==> config.mk <==
export PLATFORM = sky130hd
export DESIGN_NAME = uld_top
export DESIGN_NICKNAME = d
export VERILOG_FILES = /design/src/uld_pkg.sv /design/src/uld_mem_port.sv /design/src/uld_evt_ctrl.sv /design/src/uld_top.sv
export SDC_FILE = /design/constraint.sdc
export NUM_CORES = 1
export LEC_CHECK = 0
export ABC_AREA = 1
export BUFFER_PORTS_ARGS = -buffer_cell sky130_fd_sc_hd__buf_2
export CAP_MARGIN = 10
export CORE_UTILIZATION = 51
export CTS_BUF_LIST = sky130_fd_sc_hd__clkbuf_8
export DETAILED_ROUTE_END_ITERATION = 12
export GPL_ROUTABILITY_DRIVEN = 0
export MAX_ROUTING_LAYER = met4
export PLACE_DENSITY = 0.82
export SYNTH_ARGS = -nofsm -noshare
export SYNTH_HDL_FRONTEND = slang
export SYNTH_HIERARCHICAL = 1
export SYNTH_SLANG_ARGS = --single-unit
==> constraint.sdc <==
create_clock -name mclk -period 1.5 [get_ports mclk]
set_input_delay 0 -clock mclk [delete_from_list [all_inputs] [get_ports mclk]]
set_output_delay 0 -clock mclk [all_outputs]
set_load 0.02 [all_outputs]
==> src/uld_pkg.sv <==
// Shared constants of the serial-linked DMA channel.
// Assumes a 32-bit Avalon-MM bus addressed in bytes.
package uld_pkg;

    // Register byte offsets
    localparam logic [5:0] OFF_MEM_CTRL  = 6'h00; // Memory select, auto-echo
    localparam logic [5:0] OFF_IRQ_EN    = 6'h04; // Serial irq/link enables
    localparam logic [5:0] OFF_TX_CTRL   = 6'h08; // Tx DMA enable
    localparam logic [5:0] OFF_PTR       = 6'h0c; // Pointer pair
    localparam logic [5:0] OFF_COUNT     = 6'h10; // Count high:low
    localparam logic [5:0] OFF_STATUS    = 6'h14; // Sticky events, busy
    localparam logic [5:0] OFF_EVT_CLR   = 6'h18; // Write-only event clear
    localparam logic [5:0] OFF_EVT_EN    = 6'h1c; // Event irq enable

    // Bit positions
    localparam int BIT_MEM_EXT    = 0;  // Memory-select bit
    localparam int BIT_ECHO       = 1;  // Auto-echo bit
    localparam int BIT_RX_IRQ_EN  = 0;  // Rx irq enable
    localparam int BIT_RX_LINK    = 1;  // Rx link
    localparam int BIT_TX_IRQ_EN  = 2;  // Tx irq enable
    localparam int BIT_TX_DMA     = 0;  // Tx DMA run
    localparam int EVT_RX         = 0;  // Rx done
    localparam int EVT_TX         = 1;  // Tx done
    localparam int BIT_BUSY       = 2;  // Status busy bit

    // Widths and reset values
    localparam int EVT_W          = 2;
    localparam logic [15:0] PTR_RST   = 16'h0000;
    localparam logic [15:0] CNT_RST   = 16'h0000;
    localparam logic [15:0] CNT_END   = 16'hffff; // Count after passing zero
    localparam logic [2:0]  UIE_RST   = 3'h0;
    localparam logic [EVT_W-1:0] EVT_RST = 2'h0;

    // Memory port phases
    typedef enum logic [1:0] {
        MP_IDLE   = 2'b00,
        MP_STROBE = 2'b01,
        MP_DATA   = 2'b10,
        MP_DONE   = 2'b11
    } uld_mp_type;

    // Channel sequencer states
    typedef enum logic [1:0] {
        CH_IDLE   = 2'b00,
        CH_RX_MEM = 2'b01,
        CH_TX_MEM = 2'b10,
        CH_SETTLE = 2'b11
    } uld_ch_type;

endpackage : uld_pkg

==> src/uld_mem_port.sv <==
// One-byte access to internal or external memory.
// Assumes synchronous memories, one cycle read latency.
`timescale 1ns/1ps
module uld_mem_port (
    input  wire logic        mclk,        // Clock
    input  wire logic        resetn,      // Sync reset
    input  wire logic        req,         // Start access
    input  wire logic        req_we,      // 1 write, 0 read
    input  wire logic        sel_ext,     // 1 external
    input  wire logic [15:0] addr,        // Byte address
    input  wire logic [7:0]  wdata,       // Write byte
    output logic             done,        // Done pulse
    output logic      [7:0]  rdata,       // Read byte
    output logic             int_en,      // Int strobe
    output logic             int_we,      // Int write
    output logic      [7:0]  int_addr,    // Int address
    output logic      [7:0]  int_wdata,   // Int data
    input  wire logic [7:0]  int_rdata,   // Int read
    output logic             ext_dm_n,    // Ext strobe, low
    output logic             ext_we,      // Ext write
    output logic      [15:0] ext_addr,    // Ext address
    output logic      [7:0]  ext_wdata,   // Ext data
    input  wire logic [7:0]  ext_rdata    // Ext read
);
    typedef struct packed {
        uld_pkg::uld_mp_type ph;
        logic        ext;
        logic        int_en;
        logic        int_we;
        logic [7:0]  int_addr;
        logic        dm_n;
        logic        ext_we;
        logic [15:0] ext_addr;
        logic [7:0]  wd;
        logic [7:0]  rd;
    } uld_mp_state_type;

    uld_mp_state_type s_r, s_nxt;

    // One strobe cycle, one data cycle, then done
    always_comb begin
        s_nxt        = s_r;
        s_nxt.int_en = 1'b0;
        s_nxt.dm_n   = 1'b1;
        unique case (s_r.ph)
            uld_pkg::MP_IDLE: begin
                if (req) begin
                    s_nxt.ph  = uld_pkg::MP_STROBE;
                    s_nxt.ext = sel_ext;
                    s_nxt.wd  = wdata;
                    // [RULE4] only data-memory space reached
                    s_nxt.dm_n     = ~sel_ext;
                    s_nxt.ext_we   = req_we;
                    s_nxt.ext_addr = addr;
                    // [RULE7] internal uses the low pointer byte
                    s_nxt.int_en   = ~sel_ext;
                    s_nxt.int_we   = req_we;
                    s_nxt.int_addr = addr[7:0];
                end
            end
            uld_pkg::MP_STROBE: s_nxt.ph = uld_pkg::MP_DATA;
            uld_pkg::MP_DATA: begin
                s_nxt.ph = uld_pkg::MP_DONE;
                s_nxt.rd = s_r.ext ? ext_rdata : int_rdata;
            end
            uld_pkg::MP_DONE:   s_nxt.ph = uld_pkg::MP_IDLE;
        endcase
    end

    always_ff @(posedge mclk) begin
        if (!resetn) begin
            s_r      <= '0;
            s_r.dm_n <= 1'b1;
        end else begin
            s_r <= s_nxt;
        end
    end

    assign done      = (s_r.ph == uld_pkg::MP_DONE);
    assign rdata     = s_r.rd;
    assign int_en    = s_r.int_en;
    assign int_we    = s_r.int_we;
    assign int_addr  = s_r.int_addr;
    assign int_wdata = s_r.wd;
    assign ext_dm_n  = s_r.dm_n;
    assign ext_we    = s_r.ext_we;
    assign ext_addr  = s_r.ext_addr;
    assign ext_wdata = s_r.wd;

endmodule : uld_mem_port

==> src/uld_evt_ctrl.sv <==
// Sticky events, enable mask, irq and serial vectors.
// Assumes inputs come from logic on mclk.
`timescale 1ns/1ps
module uld_evt_ctrl (
    input  wire logic        mclk,      // Clock
    input  wire logic        resetn,    // Sync reset
    input  wire logic [1:0]  evt_set,   // Event pulses
    input  wire logic        clr_we,    // Clear write
    input  wire logic [1:0]  clr_data,  // Clear mask
    input  wire logic        en_we,     // Mask write
    input  wire logic [1:0]  en_data,   // New mask
    input  wire logic [1:0]  vec_en,    // Vector enables
    output logic      [1:0]  status,    // Sticky events
    output logic      [1:0]  enable,    // Mask
    output logic             irq,       // Event irq
    output logic      [1:0]  svc_irq    // Rx/tx vectors
);
    typedef struct packed {
        logic [1:0] st;
        logic [1:0] en;
        logic       irq;
        logic [1:0] svc;
    } uld_evt_state_type;

    uld_evt_state_type s_r, s_nxt;

    // Set wins over a clear in the same cycle
    always_comb begin
        s_nxt    = s_r;
        s_nxt.st = (s_r.st & ~(clr_we ? clr_data : 2'h0)) | evt_set;
        if (en_we) begin
            s_nxt.en = en_data;
        end
        s_nxt.irq = |(s_nxt.st & s_nxt.en);
        // [RULE1] completion through the serial vectors
        s_nxt.svc = s_nxt.st & vec_en;
    end

    always_ff @(posedge mclk) begin
        if (!resetn) begin
            s_r <= '0;
        end else begin
            s_r <= s_nxt;
        end
    end

    assign status  = s_r.st;
    assign enable  = s_r.en;
    assign irq     = s_r.irq;
    assign svc_irq = s_r.svc;

endmodule : uld_evt_ctrl

==> src/uld_top.sv <==
// Serial-linked DMA channel: serial chars to and from memory,
// a byte count ending each run.
// Assumes serial port and memories on mclk;
// registers over Avalon-MM.
//
// Operation
// [RULE1] Completion on serial rx/tx vectors
// [RULE2] Each direction has its own completion
// [RULE3] Select bit picks external or internal
// [RULE4] External access only under data strobe
// [RULE5] External address from the pointer pair
// [RULE6] Count decrements, ends passing zero
// [RULE7] Internal address from pointer low byte
// [RULE8] Rx bytes into either memory
// [RULE9] Tx bytes from either memory
// [RULE10] Auto-echo resends each rx char
// [RULE11] Rx irq plus link starts receive
// [RULE12] Software reloads pointer, count before each
// [RULE13] Software loads count as n minus one
// [RULE14] Transmit DMA bit runs transmit channel
// [RULE15] Pointer advances one per byte
// [RULE16] Serial events trigger each byte
//
// Decided for this implementation: the Avalon-MM register port and the register addresses.
`timescale 1ns/1ps
module uld_top (
    input  wire logic        mclk,              // Clock
    input  wire logic        resetn,            // Sync reset
    input  wire logic [5:0]  avs_address,       // Byte address
    input  wire logic        avs_read,          // Read
    input  wire logic        avs_write,         // Write
    input  wire logic [31:0] avs_writedata,     // Write data
    input  wire logic [3:0]  avs_byteenable,    // Byte lanes
    output logic      [31:0] avs_readdata,      // Read data
    output logic             avs_waitrequest,   // Stall
    input  wire logic        rx_char_valid,     // Char in, pulse
    input  wire logic [7:0]  rx_char,           // Char in
    input  wire logic        tx_buf_empty,      // Tx buffer empty
    output logic             tx_load,           // Tx load pulse
    output logic      [7:0]  tx_char,           // Tx char
    output logic             int_en,            // Int strobe
    output logic             int_we,            // Int write
    output logic      [7:0]  int_addr,          // Int address
    output logic      [7:0]  int_wdata,         // Int data
    input  wire logic [7:0]  int_rdata,         // Int read
    output logic             data_memory_select_strobe_n, // Ext strobe
    output logic             ext_we,            // Ext write
    output logic      [15:0] ext_addr,          // Ext address
    output logic      [7:0]  ext_wdata,         // Ext data
    input  wire logic [7:0]  ext_rdata,         // Ext read
    output logic             rx_service_irq,    // Rx vector
    output logic             tx_service_irq,    // Tx vector
    output logic             irq                // Event irq
);
    typedef struct packed {
        logic                 wait_n;    // Bus answer phase
        logic [31:0]          rdata;
        logic                 mem_ext;
        logic                 echo_en;
        logic [2:0]           serial_irq_enable_reg;
        logic                 txdma;
        logic [15:0]          ptr;
        logic [15:0]          cnt;
        logic                 rx_term;
        logic                 tx_term;
        uld_pkg::uld_ch_type  st;
        logic                 rx_pend;
        logic [7:0]           rx_byte;
        logic                 echo_pend;
        logic [7:0]           echo_byte;
        logic                 tx_load;
        logic [7:0]           tx_char;
        logic                 req;
        logic                 req_we;
        logic [1:0]           evt;
    } uld_state_type;

    uld_state_type s_r, s_nxt;

    logic       mp_done;
    logic [7:0] mp_rdata;
    logic [1:0] ev_status;
    logic [1:0] ev_enable;
    logic [1:0] svc;
    logic       bus_req;
    logic       wr_go;
    logic       clr_we;
    logic       en_we;
    logic       rx_run;
    logic       tx_run;

    // Pointer step; internal wraps in low byte
    function automatic logic [15:0] next_ptr(input logic [15:0] p, input logic ext);
        next_ptr = ext ? p + 16'h0001 : {p[15:8], p[7:0] + 8'h01};
    endfunction : next_ptr

    // Byte-lane merge
    function automatic logic [15:0] merge16(input logic [15:0] old, input logic [31:0] wd,
                                           input logic [3:0] be);
        merge16 = {be[1] ? wd[15:8] : old[15:8], be[0] ? wd[7:0] : old[7:0]};
    endfunction : merge16

    assign bus_req = avs_read | avs_write;
    assign wr_go   = avs_write & s_r.wait_n;
    assign clr_we  = wr_go & avs_byteenable[0] & (avs_address == uld_pkg::OFF_EVT_CLR);
    assign en_we   = wr_go & avs_byteenable[0] & (avs_address == uld_pkg::OFF_EVT_EN);

    // [RULE11] receive needs interrupt enable and link
    assign rx_run = s_r.serial_irq_enable_reg[uld_pkg::BIT_RX_IRQ_EN] & s_r.serial_irq_enable_reg[uld_pkg::BIT_RX_LINK] & ~s_r.rx_term;
    // [RULE14] transmit runs on the DMA bit
    assign tx_run = s_r.txdma & ~s_r.tx_term;

    // Bus, capture and sequencing
    always_comb begin
        s_nxt         = s_r;
        s_nxt.tx_load = 1'b0;
        s_nxt.req     = 1'b0;
        s_nxt.evt     = uld_pkg::EVT_RST;

        // One wait cycle per access
        s_nxt.wait_n = bus_req & ~s_r.wait_n;
        if (avs_read & ~s_r.wait_n) begin
            unique case (avs_address)
                uld_pkg::OFF_MEM_CTRL: s_nxt.rdata = {30'h0, s_r.echo_en, s_r.mem_ext};
                uld_pkg::OFF_IRQ_EN:   s_nxt.rdata = {29'h0, s_r.serial_irq_enable_reg};
                uld_pkg::OFF_TX_CTRL:  s_nxt.rdata = {31'h0, s_r.txdma};
                uld_pkg::OFF_PTR:      s_nxt.rdata = {16'h0, s_r.ptr};
                uld_pkg::OFF_COUNT:    s_nxt.rdata = {16'h0, s_r.cnt};
                uld_pkg::OFF_STATUS:   s_nxt.rdata = {29'h0, (s_r.st != uld_pkg::CH_IDLE), ev_status};
                uld_pkg::OFF_EVT_EN:   s_nxt.rdata = {30'h0, ev_enable};
                default:               s_nxt.rdata = 32'h0;
            endcase
        end

        // Writes land with the answer
        if (wr_go && avs_byteenable[0]) begin
            unique case (avs_address)
                uld_pkg::OFF_MEM_CTRL: begin
                    // [RULE3] memory-select bit
                    s_nxt.mem_ext = avs_writedata[uld_pkg::BIT_MEM_EXT];
                    s_nxt.echo_en = avs_writedata[uld_pkg::BIT_ECHO];
                end
                uld_pkg::OFF_IRQ_EN:  s_nxt.serial_irq_enable_reg   = avs_writedata[2:0];
                uld_pkg::OFF_TX_CTRL: s_nxt.txdma = avs_writedata[uld_pkg::BIT_TX_DMA];
                default: ;
            endcase
        end
        // [RULE12] fresh pointer and count; only the count write rearms a run
        if (wr_go && avs_address == uld_pkg::OFF_PTR) begin
            s_nxt.ptr = merge16(s_r.ptr, avs_writedata, avs_byteenable);
        end
        if (wr_go && avs_address == uld_pkg::OFF_COUNT) begin
            s_nxt.cnt     = merge16(s_r.cnt, avs_writedata, avs_byteenable);
            s_nxt.rx_term = 1'b0;
            s_nxt.tx_term = 1'b0;
        end

        // [RULE16] each rx char triggers a byte
        if (rx_char_valid) begin
            if (rx_run) begin
                s_nxt.rx_pend = 1'b1;
                s_nxt.rx_byte = rx_char;
            end
            // [RULE10] auto-echo queues a resend
            if (s_r.echo_en) begin
                s_nxt.echo_pend = 1'b1;
                s_nxt.echo_byte = rx_char;
            end
        end

        unique case (s_r.st)
            uld_pkg::CH_IDLE: begin
                if (s_r.echo_pend && tx_buf_empty) begin
                    // Echo first so the terminal sees input promptly
                    s_nxt.tx_load   = 1'b1;
                    s_nxt.tx_char   = s_r.echo_byte;
                    s_nxt.echo_pend = rx_char_valid & s_r.echo_en;
                    s_nxt.st        = uld_pkg::CH_SETTLE;
                end else if (s_r.rx_pend && rx_run) begin
                    // [RULE8] deposit into selected memory
                    s_nxt.req    = 1'b1;
                    s_nxt.req_we = 1'b1;
                    s_nxt.st     = uld_pkg::CH_RX_MEM;
                end else if (tx_run && tx_buf_empty) begin
                    // [RULE16] buffer empty fetches the next byte
                    s_nxt.req    = 1'b1;
                    s_nxt.req_we = 1'b0;
                    s_nxt.st     = uld_pkg::CH_TX_MEM;
                end
            end
            uld_pkg::CH_RX_MEM: begin
                if (mp_done) begin
                    s_nxt.rx_pend = rx_char_valid & rx_run;
                    // [RULE15] advance pointer
                    s_nxt.ptr = next_ptr(s_r.ptr, s_r.mem_ext);
                    // [RULE6] count down, finish past zero
                    s_nxt.cnt = s_r.cnt - 16'h0001;
                    if (s_r.cnt == 16'h0000) begin
                        s_nxt.rx_term = 1'b1;
                        s_nxt.rx_pend = 1'b0;
                        // [RULE2] receive completion event
                        s_nxt.evt[uld_pkg::EVT_RX] = 1'b1;
                    end
                    s_nxt.st = uld_pkg::CH_IDLE;
                end
            end
            uld_pkg::CH_TX_MEM: begin
                if (mp_done) begin
                    // [RULE9] byte from memory to transmitter
                    s_nxt.tx_load = 1'b1;
                    s_nxt.tx_char = mp_rdata;
                    // [RULE15] advance pointer
                    s_nxt.ptr = next_ptr(s_r.ptr, s_r.mem_ext);
                    // [RULE6] count down, finish past zero
                    s_nxt.cnt = s_r.cnt - 16'h0001;
                    if (s_r.cnt == 16'h0000) begin
                        s_nxt.tx_term = 1'b1;
                        // [RULE2] transmit completion event
                        s_nxt.evt[uld_pkg::EVT_TX] = 1'b1;
                    end
                    s_nxt.st = uld_pkg::CH_SETTLE;
                end
            end
            uld_pkg::CH_SETTLE: begin
                // Let the transmitter drop its empty flag after a load
                s_nxt.st = uld_pkg::CH_IDLE;
            end
        endcase
    end

    // State register
    always_ff @(posedge mclk) begin
        if (!resetn) begin
            s_r         <= '0;
            s_r.ptr     <= uld_pkg::PTR_RST;
            s_r.cnt     <= uld_pkg::CNT_RST;
            s_r.serial_irq_enable_reg     <= uld_pkg::UIE_RST;
            s_r.st      <= uld_pkg::CH_IDLE;
        end else begin
            s_r <= s_nxt;
        end
    end

    // [RULE5] pointer pair is the ext address
    uld_mem_port u_mem (
        .mclk      (mclk),
        .resetn    (resetn),
        .req       (s_r.req),
        .req_we    (s_r.req_we),
        .sel_ext   (s_r.mem_ext),
        .addr      (s_r.ptr),
        .wdata     (s_r.rx_byte),
        .done      (mp_done),
        .rdata     (mp_rdata),
        .int_en    (int_en),
        .int_we    (int_we),
        .int_addr  (int_addr),
        .int_wdata (int_wdata),
        .int_rdata (int_rdata),
        .ext_dm_n  (data_memory_select_strobe_n),
        .ext_we    (ext_we),
        .ext_addr  (ext_addr),
        .ext_wdata (ext_wdata),
        .ext_rdata (ext_rdata)
    );

    // [RULE1] serial vector requests
    uld_evt_ctrl u_evt (
        .mclk     (mclk),
        .resetn   (resetn),
        .evt_set  (s_r.evt),
        .clr_we   (clr_we),
        .clr_data (avs_writedata[1:0]),
        .en_we    (en_we),
        .en_data  (avs_writedata[1:0]),
        .vec_en   ({s_r.serial_irq_enable_reg[uld_pkg::BIT_TX_IRQ_EN], s_r.serial_irq_enable_reg[uld_pkg::BIT_RX_IRQ_EN]}),
        .status   (ev_status),
        .enable   (ev_enable),
        .irq      (irq),
        .svc_irq  (svc)
    );

    assign rx_service_irq  = svc[uld_pkg::EVT_RX];
    assign tx_service_irq  = svc[uld_pkg::EVT_TX];
    assign avs_readdata    = s_r.rdata;
    assign avs_waitrequest = ~s_r.wait_n;
    assign tx_load         = s_r.tx_load;
    assign tx_char         = s_r.tx_char;

endmodule : uld_top

# ---- Word level (Yosys, flattened, before mapping)
# Cells that the tools add are included.
dict set report op_classes {
  add_sub_neg 3
  n_mul 0
  div_mod_pow 0
  magnitude_cmp 0
  eq_ne 18
  n_shift 0
  mux 40
  n_bitwise 24
  reduce_logical 27
}
# op n
set op_table {}
lappend op_table {{$pmux W16 S7} 1}
lappend op_table {{$pmux W32 S2} 1}
lappend op_table {{$mux W8} 5}
lappend op_table {{$mux W39} 1}
lappend op_table {{$mux W18} 2}
lappend op_table {{$mux W9} 4}
lappend op_table {{$mux W33} 1}
lappend op_table {{$mux W16} 2}
lappend op_table {{$mux W32} 1}
lappend op_table {{$eq A6 B5 Y1 const B} 4}
lappend op_table {{$pmux W9 S2} 1}
lappend op_table {{$add A16 B1 Y16 const B} 1}
lappend op_table {{$logic_not A16 Y1} 1}
lappend op_table {{$pmux W2 S4} 2}
lappend op_table {{$reduce_and A2 Y1} 8}
lappend op_table {{$sub A16 B1 Y16 const B} 1}
lappend op_table {{$mux W2} 7}
lappend op_table {{$eq A6 B4 Y1 const B} 2}
lappend op_table {{$reduce_and A3 Y1} 4}
lappend op_table {{$and A1 B1 Y1} 11}
lappend op_table {{$mux W1} 10}
lappend op_table {{$add A8 B1 Y8 const B} 1}
lappend op_table {{$eq A2 B2 Y1 const B} 4}
lappend op_table {{$ne A2 B2 Y1 const B} 4}
lappend op_table {{15 further kinds} 33}
dict set report word_totals {
  ff_bits 159
  latchBits 0
  mem_bits_rw 0
  mem_bits_ro 0
  in_bits 72
  output_inout_bits 89
  elab_cells 146
  n_memories 0
}

# ---- Longest topological paths before layout
# Gate-level depths: netlist of the first run.
dict set report depth {
  depth_word 9
  ltp_mapped 12
  ltp_nobuf 11
}

# ---- By module
# The synthesis of the first run kept the hierarchy.
# module instances cells_each area_per_inst_um2 seq_area_each_um2
set by_module_without_submodules {}
lappend by_module_without_submodules {uld_top 1 831 5365.1 1801.7}
lappend by_module_without_submodules {uld_mem_port 1 257 1956.9 760.7}
lappend by_module_without_submodules {uld_evt_ctrl 1 34 249.0 140.1}

# ---- Worst setup path after synthesis of the first run
# No wires, ideal clock.
dict set report synth_timing {
  kind {register to register}
  from {register s_r[31] (netlist bit)}
  to {register s_r[53] (netlist bit)}
  setup_ns 0.115
  arrival_time_ns 1.471
  required_ns 1.385
  slack_ns -0.087
  stages_incl_launch_ff 9
  path_buffers 2
  synth_period_minus_slack_ns 1.587
  path_cell_list {dfxtp_1 -> inv_1 -> ha_1 -> buf_2 -> nand2_1 -> buf_2 -> o21ai_0 -> o21ai_0 -> inv_1}
}
dict set report synth_between {
  elab_chain_len 2
  word_cells_on_any_way 3
  classes_between {2 x eq/ne; 1 x mux}
}
# element line
set synth_rtl {}
lappend synth_rtl {{start: declaration} uld_top.sv:78} ;# uld_state_type s_r, s_nxt;
lappend synth_rtl {{start signal: assignment} uld_top.sv:240} ;# s_r <= s_nxt;
lappend synth_rtl {{$eq A2 B2 Y1 / $eq A2 B1 Y1 (equally long branches)} uld_top.sv:171} ;# unique case (s_r.st)
lappend synth_rtl {{$pmux W32 S2 (*)} uld_top.sv:171}
# Every way passes the cells marked *; elsewhere a longest branch is shown, timed or not.
# A chain may end at the register's enable or synchronous reset.

# ---- Final worst setup path of the first run
dict set report layout_timing {
  from {register s_r[31] (netlist bit)}
  to {register s_r[57] (netlist bit)}
}
# Same word-level chain as after synthesis.

==> results of run 1 <==
==> power by group <==
group | internal [W] | switching (W) | leakage (nW)
clock | 0.00120 | 0.00163 | 0.180
combinational | 0.00138 | 0.00200 | 3.19
sequential | 0.00376 | 0.000117 | 1.10
total | 0.00634 | 0.00374 | 4.47
==> routing by layer <==
| metal | routed length, um | track usage, % |
|---|---|---|
| met5 | 0 | - |
| met4 | 763 | 12.6 |
| met3 | 1890 | 6.32 |
| met2 | 10200 | 43.2 |
| met1 | 9160 | 35.2 |
==> metrics by stage <==
stage,utilization (%),setup slack (ps),setup TNS [ps],instances
after floorplan,-,14.6,0,1137
after global placement,56.3,-9.30,-25.1,1390
after detailed placement,56.3,-141,-1130,1390
after CTS,62.6,-0.0764,-0.0764,1469
after global routing,65.0,-102,-860,1479
final,65.0,-12.5,-22.7,1479
==> synth_stat cells, types with 8 or more instances <==
cell      instances  share of area (%)
nor2_1          164                8.1
o22ai_1          16                1.3
inv_1            98                4.9
nand3_1          49                3.2
o21ai_1          15               0.99
ha_1             10                1.7
buf_2            12               0.79
nand4_1           8               0.66
nand2_1         258                 13
dfxtp_1         135                 36
o21ai_0          77                5.1
a21oi_1          86                5.7
clkbuf_1         13               0.64
o21ai_2          10                1.2
buf_4            93                9.2
==> how the worst max path moves through the flow <==
stage / startpoint / end / cells past startpoint
CTS: s_r[32]$_SDFFE_PN0P_ / s_r[57]$_SDFF_PN0_ / 9
global route: s_r[31]$_SDFFE_PN0P_ / s_r[53]$_SDFF_PN0_ / 9
detailed placement: s_r[31]$_SDFFE_PN0P_ / s_r[51]$_SDFF_PN0_ / 9
global placement: s_r[31]$_SDFFE_PN0P_ / s_r[51]$_SDFF_PN0_ / 9
finish: s_r[31]$_SDFFE_PN0P_ / s_r[57]$_SDFF_PN0_ / 9
floorplan: s_r[31]$_SDFFE_PN0P_ / s_r[53]$_SDFF_PN0_ / 8
==> tightest hold or removal path, cell delays in order <==
cell and delay (ps):
buf_2 90, nor2_2 60, nand2_1 90, nor2_1 70, nand3_1 80, a21oi_1 60
==> cells by family (layout without fill, tap and decap cells) <==
kind of cell | count (synthesis) | count (layout) | synth area share [%]
xor gates and xnor gates | 3 | 3 | 0.347
buffers and inverters | 239 | 397 | 17.4
other | 1 | 16 | 0.0495
AOI/OAI and AO/OA | 225 | 225 | 16.5
DFF | 135 | 135 | 35.7
and+or+nand+nor | 509 | 509 | 28.4
adders and majority gates | 10 | 10 | 1.65
==> registers in the layout (all words and copies together) (netlist names), 3 cells and up <==
register         cells
avs_readdata        16
s_r                 65
tx_char              8
u_mem/ext_addr       9
u_mem/ext_wdata      8
u_mem/int_addr       7
u_mem/rdata          8
u_mem/s_r            3
==> layout make-up <==
class,instances,area (um^2)
clock buffer,17,234
clock inverter,15,134
fill,1178,5090
inverter,111,427
multi-input combinational,763,3880
sequential,135,2730
tap,184,230
timing repair buffer,254,1810
==> repair_timing <==
item,4_1_cts,5_1_grt
hold buffers,45,0
hold endpoints to repair,70,0
cloned,0,1
buffers inserted,2,9
pin swaps,8,20
endpoints found under the setup margin,37,86
gates resized for setup,25,82
==> key figures, run 1 <==
Detailed routing
  • Drt pass-1 iters: 6
  • Final WL: around 22000 um
  • Average wire per standard cell: 14.9 um
  • Vias post-DR: roughly 8000
  • Initial DRC Count: between 700 and 800
  • DR vias/cell: ~5.4
  • Drt drc: 0
  • Final ANT Viol Nets: 0

Floorplan
  • Die Ht: between 100 and 150 um
  • Die extent in x: 124 um
  • Core area: ~15000 um^2
  • Io pins: approximately 160
  • Die Area: between 15000 and 20000 um^2
  • FP Rows: 44
  • Starting Density: a little over half

Cells and area
  • Most common cell after layout, fill and taps aside: nand2_1
  • Nets: 1364
  • Share of cells above drive strength 1: 26.8%
  • ANT cells: 0
  • Final instance area: 9440 um^2
  • Commonest non-fill, non-tap cells in the layout: nand2_1, nor2_1, buf_2
  • Area grow syn2layout: 24.7%

Logic synthesis
  • Synthesized area: between 7000 and 8000 um^2
  • Post-synth EDFFs: 0
  • Syn avg cell area: 6.75 um^2
  • Synth cell types: 37
  • Asr flop ratio synth: 0%
  • Seq/Total Area, Yosys: roughly 36%
  • Most used DFF post-synth: dfxtp_1
  • Flops & latches, synth: around 140
  • Syn Inst Count: ~1100
  • Yosys Warn Count: 6

Setup path
  • Critical path endpoint category: register
  • WS Path Type: register to register
  • Reg-to-reg endpoint: s_r[57]$_SDFF_PN0_
  • Worst path required time: around 1900 ps
  • Critical-path top delay cell: dfxtp_4
  • Flop2flop setup slack: -10 ps
  • CP bufs+invs: 3
  • Crit Path Max Fanout: 7
  • Cell family with most CP delay: compound AO/OA/AOI/OAI gates
  • Critical path arrival: 1900 ps
  • Worst R2R Start: s_r[31]$_SDFFE_PN0P_
  • Reg2Reg Depth: 9
  • Startpoint types: register
  • Critical Path, Cell by Cell: inv_4 -> ha_4 -> nor2_4 -> o21ai_1 -> inv_1 -> buf_4 -> o21ai_0 -> nand2_1 -> a21oi_1
  • Largest stage delay on the critical path: approximately 370 ps

Timing
  • Slew at the pin closest to its max-slew limit: between 500 and 600 ps
  • Final period util: 101%
  • Hold_ws: between 30 and 40 ps
  • Max Slew Vio Count: 0
  • Final setup viols: 3
  • Final Hold Vio Count: 0
  • Clock period minus worst slack: 1510 ps
  • Final worst slack: -12.5 ps
  • RSZ-0062 raised after global routing: yes
  • Max Freq: between 600 and 700 MHz
  • Slew headroom: between 60% and 70%
  • Skew final: ~12 ps

Hold path
  • Hold path depth: 6
  • Hold_sp: avs_address[0]
  • Hold crit path type: input port to register
  • Sink of the worst hold path: s_r[67]$_SDFFE_PN0P_

Clock network
  • Worst-Skew Late Latency: around 460 ps
  • TritonCTS Buffers: 17
  • Maximum clock path buffer count: 2
  • H-tree depth: 4
  • Clock Tree Root: clkbuf_8
  • # clock sinks: between 100 and 150
  • CTS tree: built
  • Clk slew on worst S/H paths: ~80 ps

GRT
  • Vias in the first global route: 6981
  • Gr ovfl total: 0
  • Pin count of the biggest net entering global routing: 53
  • GRT Total Usage: around 28%
  • Initial antenna violation count: 0
  • First-pass GRT wire length: 32600 um

Power
  • VDD IR max: about 0.74 mV
  • Pleak: ~4.5 nW
  • Pwr Density: approximately 1100 nW/um^2
  • Total power: 0.0101 W

Status
  • Status: finished with violations
  • Failing checks: negative setup slack

Placed design
  • Area post-placement: approximately 8200 um^2
  • Post-DP HPWL: approximately 15000 um
  • Number of port buffers: between 100 and 150

Flow run
  • Max cap viols: 0
Note: power is estimated with default switching activity, not from simulation.
==> run 2: changes to the inputs <==
--- a/config.mk
+++ b/config.mk
@@ -8,6 +8,7 @@
 export ABC_AREA = 1
 export BUFFER_PORTS_ARGS = -buffer_cell sky130_fd_sc_hd__buf_2
 export CAP_MARGIN = 10
+export CORE_MARGIN = 10
 export CORE_UTILIZATION = 51
 export CTS_BUF_LIST = sky130_fd_sc_hd__clkbuf_8
 export DETAILED_ROUTE_END_ITERATION = 12
==> key figures, run 2 (same netlist as run 1, synthesis figures left out) <==
Timing
  • Skew final: 14.7 ps (+2.38 ps)
  • Clock period minus worst slack: 1610 ps (+98.9 ps)
  • Final Hold Vio Count: 0 (unchanged)
  • Final worst slack: -111 ps (-98.9 ps)
  • Max Freq: 621 MHz (-6.1%)
  • RSZ-0062 raised after global routing: yes
  • Final setup viols: 5 (+2)
  • Max Slew Vio Count: 0 (unchanged)
  • Final period util: 107% (+6.6 points)

Cells and area
  • Top reg by flops: s_r
  • Area grow syn2layout: 27.3%
  • Most common cell after layout, fill and taps aside: nand2_1
  • Fillcell total: 1093 (-7.2%)
  • Largest register FFs: 65 (unchanged)
  • Nets: 1367 (+0.22%)
  • Final std cells w/o fill: 1483 (+0.27%)
  • Layout Utilization: 66.3% (+1.4 points)
  • Share of cells above drive strength 1: 27.5% (+0.71 points)
  • Commonest non-fill, non-tap cells in the layout: nand2_1, nor2_1, buf_2

Setup path
  • Largest stage delay on the critical path: 330 ps (-40 ps)
  • Critical path endpoint category: register
  • CP startpoint: s_r[36]$_SDFF_PN0_
  • Critical Path, Cell by Cell: inv_2 -> ha_4 -> buf_4 -> nand3_1 -> nor2_4 -> xor2_1 -> nand2_1 -> a21oi_2 -> nor2_1
  • Critical-path top delay cell: dfxtp_2
  • Startpoint types: register
  • Worst path required time: 1860 ps (-30 ps)
  • Crit Path Max Fanout: 3 (-4)
  • Worst R2R Start: s_r[36]$_SDFF_PN0_
  • Critical path arrival: 1970 ps (+70 ps)
  • WS Path Type: register to register

Detailed routing
  • Initial DRC Count: 957 (+32%)
  • Drt pass-1 iters: 6 (unchanged)
  • Average wire per standard cell: 16.3 um (+9.5%)
  • DR vias/cell: 5.42 (+0.63%)
  • Final ANT Viol Nets: 0 (unchanged)
  • Vias post-DR: 8035 (+0.90%)
  • Final WL: 24100 um (+9.8%)
  • Drt drc: 0 (unchanged)

Floorplan
  • Die Ht: 142 um (+15%)
  • Die Area: 20100 um^2 (+31%)
  • Io pins: 161 (unchanged)
  • Die extent in x: 142 um (+15%)
  • FP Rows: 44 (unchanged)
  • Core area: 14500 um^2 (unchanged)
  • Starting Density: 52.1% (unchanged)

GRT
  • Vias in the first global route: 7455 (+6.8%)
  • Gr ovfl total: 0 (unchanged)
  • First-pass GRT wire length: 36400 um (+12%)
  • Initial antenna violation count: 1 (+1)
  • Pin count of the biggest net entering global routing: 33 (-38%)
  • GRT Total Usage: 22.7% (-5.4 points)

Clock network
  • # clock sinks: 135 (unchanged)
  • Clock Tree Root: clkbuf_8
  • Worst-Skew Late Latency: 460 ps (about the same)
  • Clk slew on worst S/H paths: 80 ps (about the same)
  • Maximum clock path buffer count: 2 (unchanged)
  • CTS tree: built
  • TritonCTS Buffers: 17 (unchanged)
  • H-tree depth: 4 (unchanged)

Hold path
  • Hold crit path type: input port to register
  • Hold_sp: avs_writedata[14]

Power
  • Total power: 0.0111 W (+10%)
  • Pleak: 4.57 nW (+2.3%)
  • Pwr Density: 1150 nW/um^2 (+7.7%)
  • VDD IR max: 0.671 mV (-9.8%)

Status
  • Status: finished with violations
  • Failing checks: negative setup slack

Placed design
  • Number of port buffers: 126 (unchanged)
  • Post-DP HPWL: 15900 um (+7.8%)
  • # placed instances: 1388 (-0.14%)

Flow run
  • Max cap viols: 0 (unchanged)
run 2: changes by cell type in the layout (fill, tap and decap cells not counted), sizes merged:
cell,change
clkbuf,+3
buf,+3
diode,+1
inv,-10
dlygate4sd3,-2
clkinv,+3
bufinv,+6
run 2: critical path: cells and delay by family, from the launching register on:
kind / cells / cell delay (ps)
AO/OA/AOI/OAI: 1 / 150
adder cells (fa/ha/maj): 1 / 170
flip-flops: 1 / 330
XOR/XNOR: 1 / 190
buffers and inverters: 2 / 190
AND/OR/NAND/NOR: 4 / 490
run 2: metal layers:
metal | share of wire [%] | GRT usage, % | vias to the layer above
li1 | - | - | 3828
met1 | 40 | 26.7 | 3585
met2 | 45 | 35.3 | 505
met3 | 10 | 6.54 | 117
met4 | 5.1 | 10.1 | 0
met5 | 0 | - | -
run 2: final timing paths:
kind	to	slack (ps)	cells after the start
hold / removal	s_r[49]$_SDFF_PN0_	20	7
hold reg to reg	s_r[105]$_SDFF_PN0_	450	1
setup reg to reg	s_r[41]$_SDFF_PN0_	-110	9
setup / recovery	s_r[41]$_SDFF_PN0_	-110	9
run 2: cell type report:
type	instances	area [um^2]	share of cell area (%)
Timing Repair Buffer	256	1870	19.4
Clock inverter	13	228	2.36
Clock buffer	19	262	2.71
Multi-Input combinational cell	763	3880	40.3
Antenna cell	1	2.50	0.0260
Inverter	111	433	4.49
Tap cell	184	230	2.39
Sequential cell	135	2730	28.3
Timing Repair inverter	1	7.51	0.0779
run 2: metrics by stage:
| stage | area [um^2] | setup slack [ps] | setup TNS [ps] | hold WS, ps |
|---|---|---|---|---|
| floorplan | 7630 | 14.6 | 0 | 131 |
| CTS | 9200 | -1.60 | -1.60 | 1.00 |
| global placement | 8210 | -22.2 | -70.3 | 264 |
| finish | 9640 | -111 | -145 | 21.2 |
| global route | 9640 | -179 | -1700 | 40.0 |
| detailed placement | 8210 | -109 | -835 | 268 |
run 2: power breakdown:
group | total (W) | leakage (nW) | internal [W] | switching, W
Clock | 0.00371 | 0.252 | 0.00223 | 0.00148
Sequential | 0.00386 | 1.10 | 0.00376 | 0.000106
Combinational | 0.00352 | 3.22 | 0.00143 | 0.00209
run 2: timing repair:
item / 4_1_cts / 5_1_grt
hold buffers: 43 / 0
setup endpoints to repair: 30 / 59
pin swaps: 7 / 33
hold endpoints to repair: 64 / 0
buffers inserted: 2 / 14
gates resized for setup: 21 / 95
gates cloned: 0 / 3
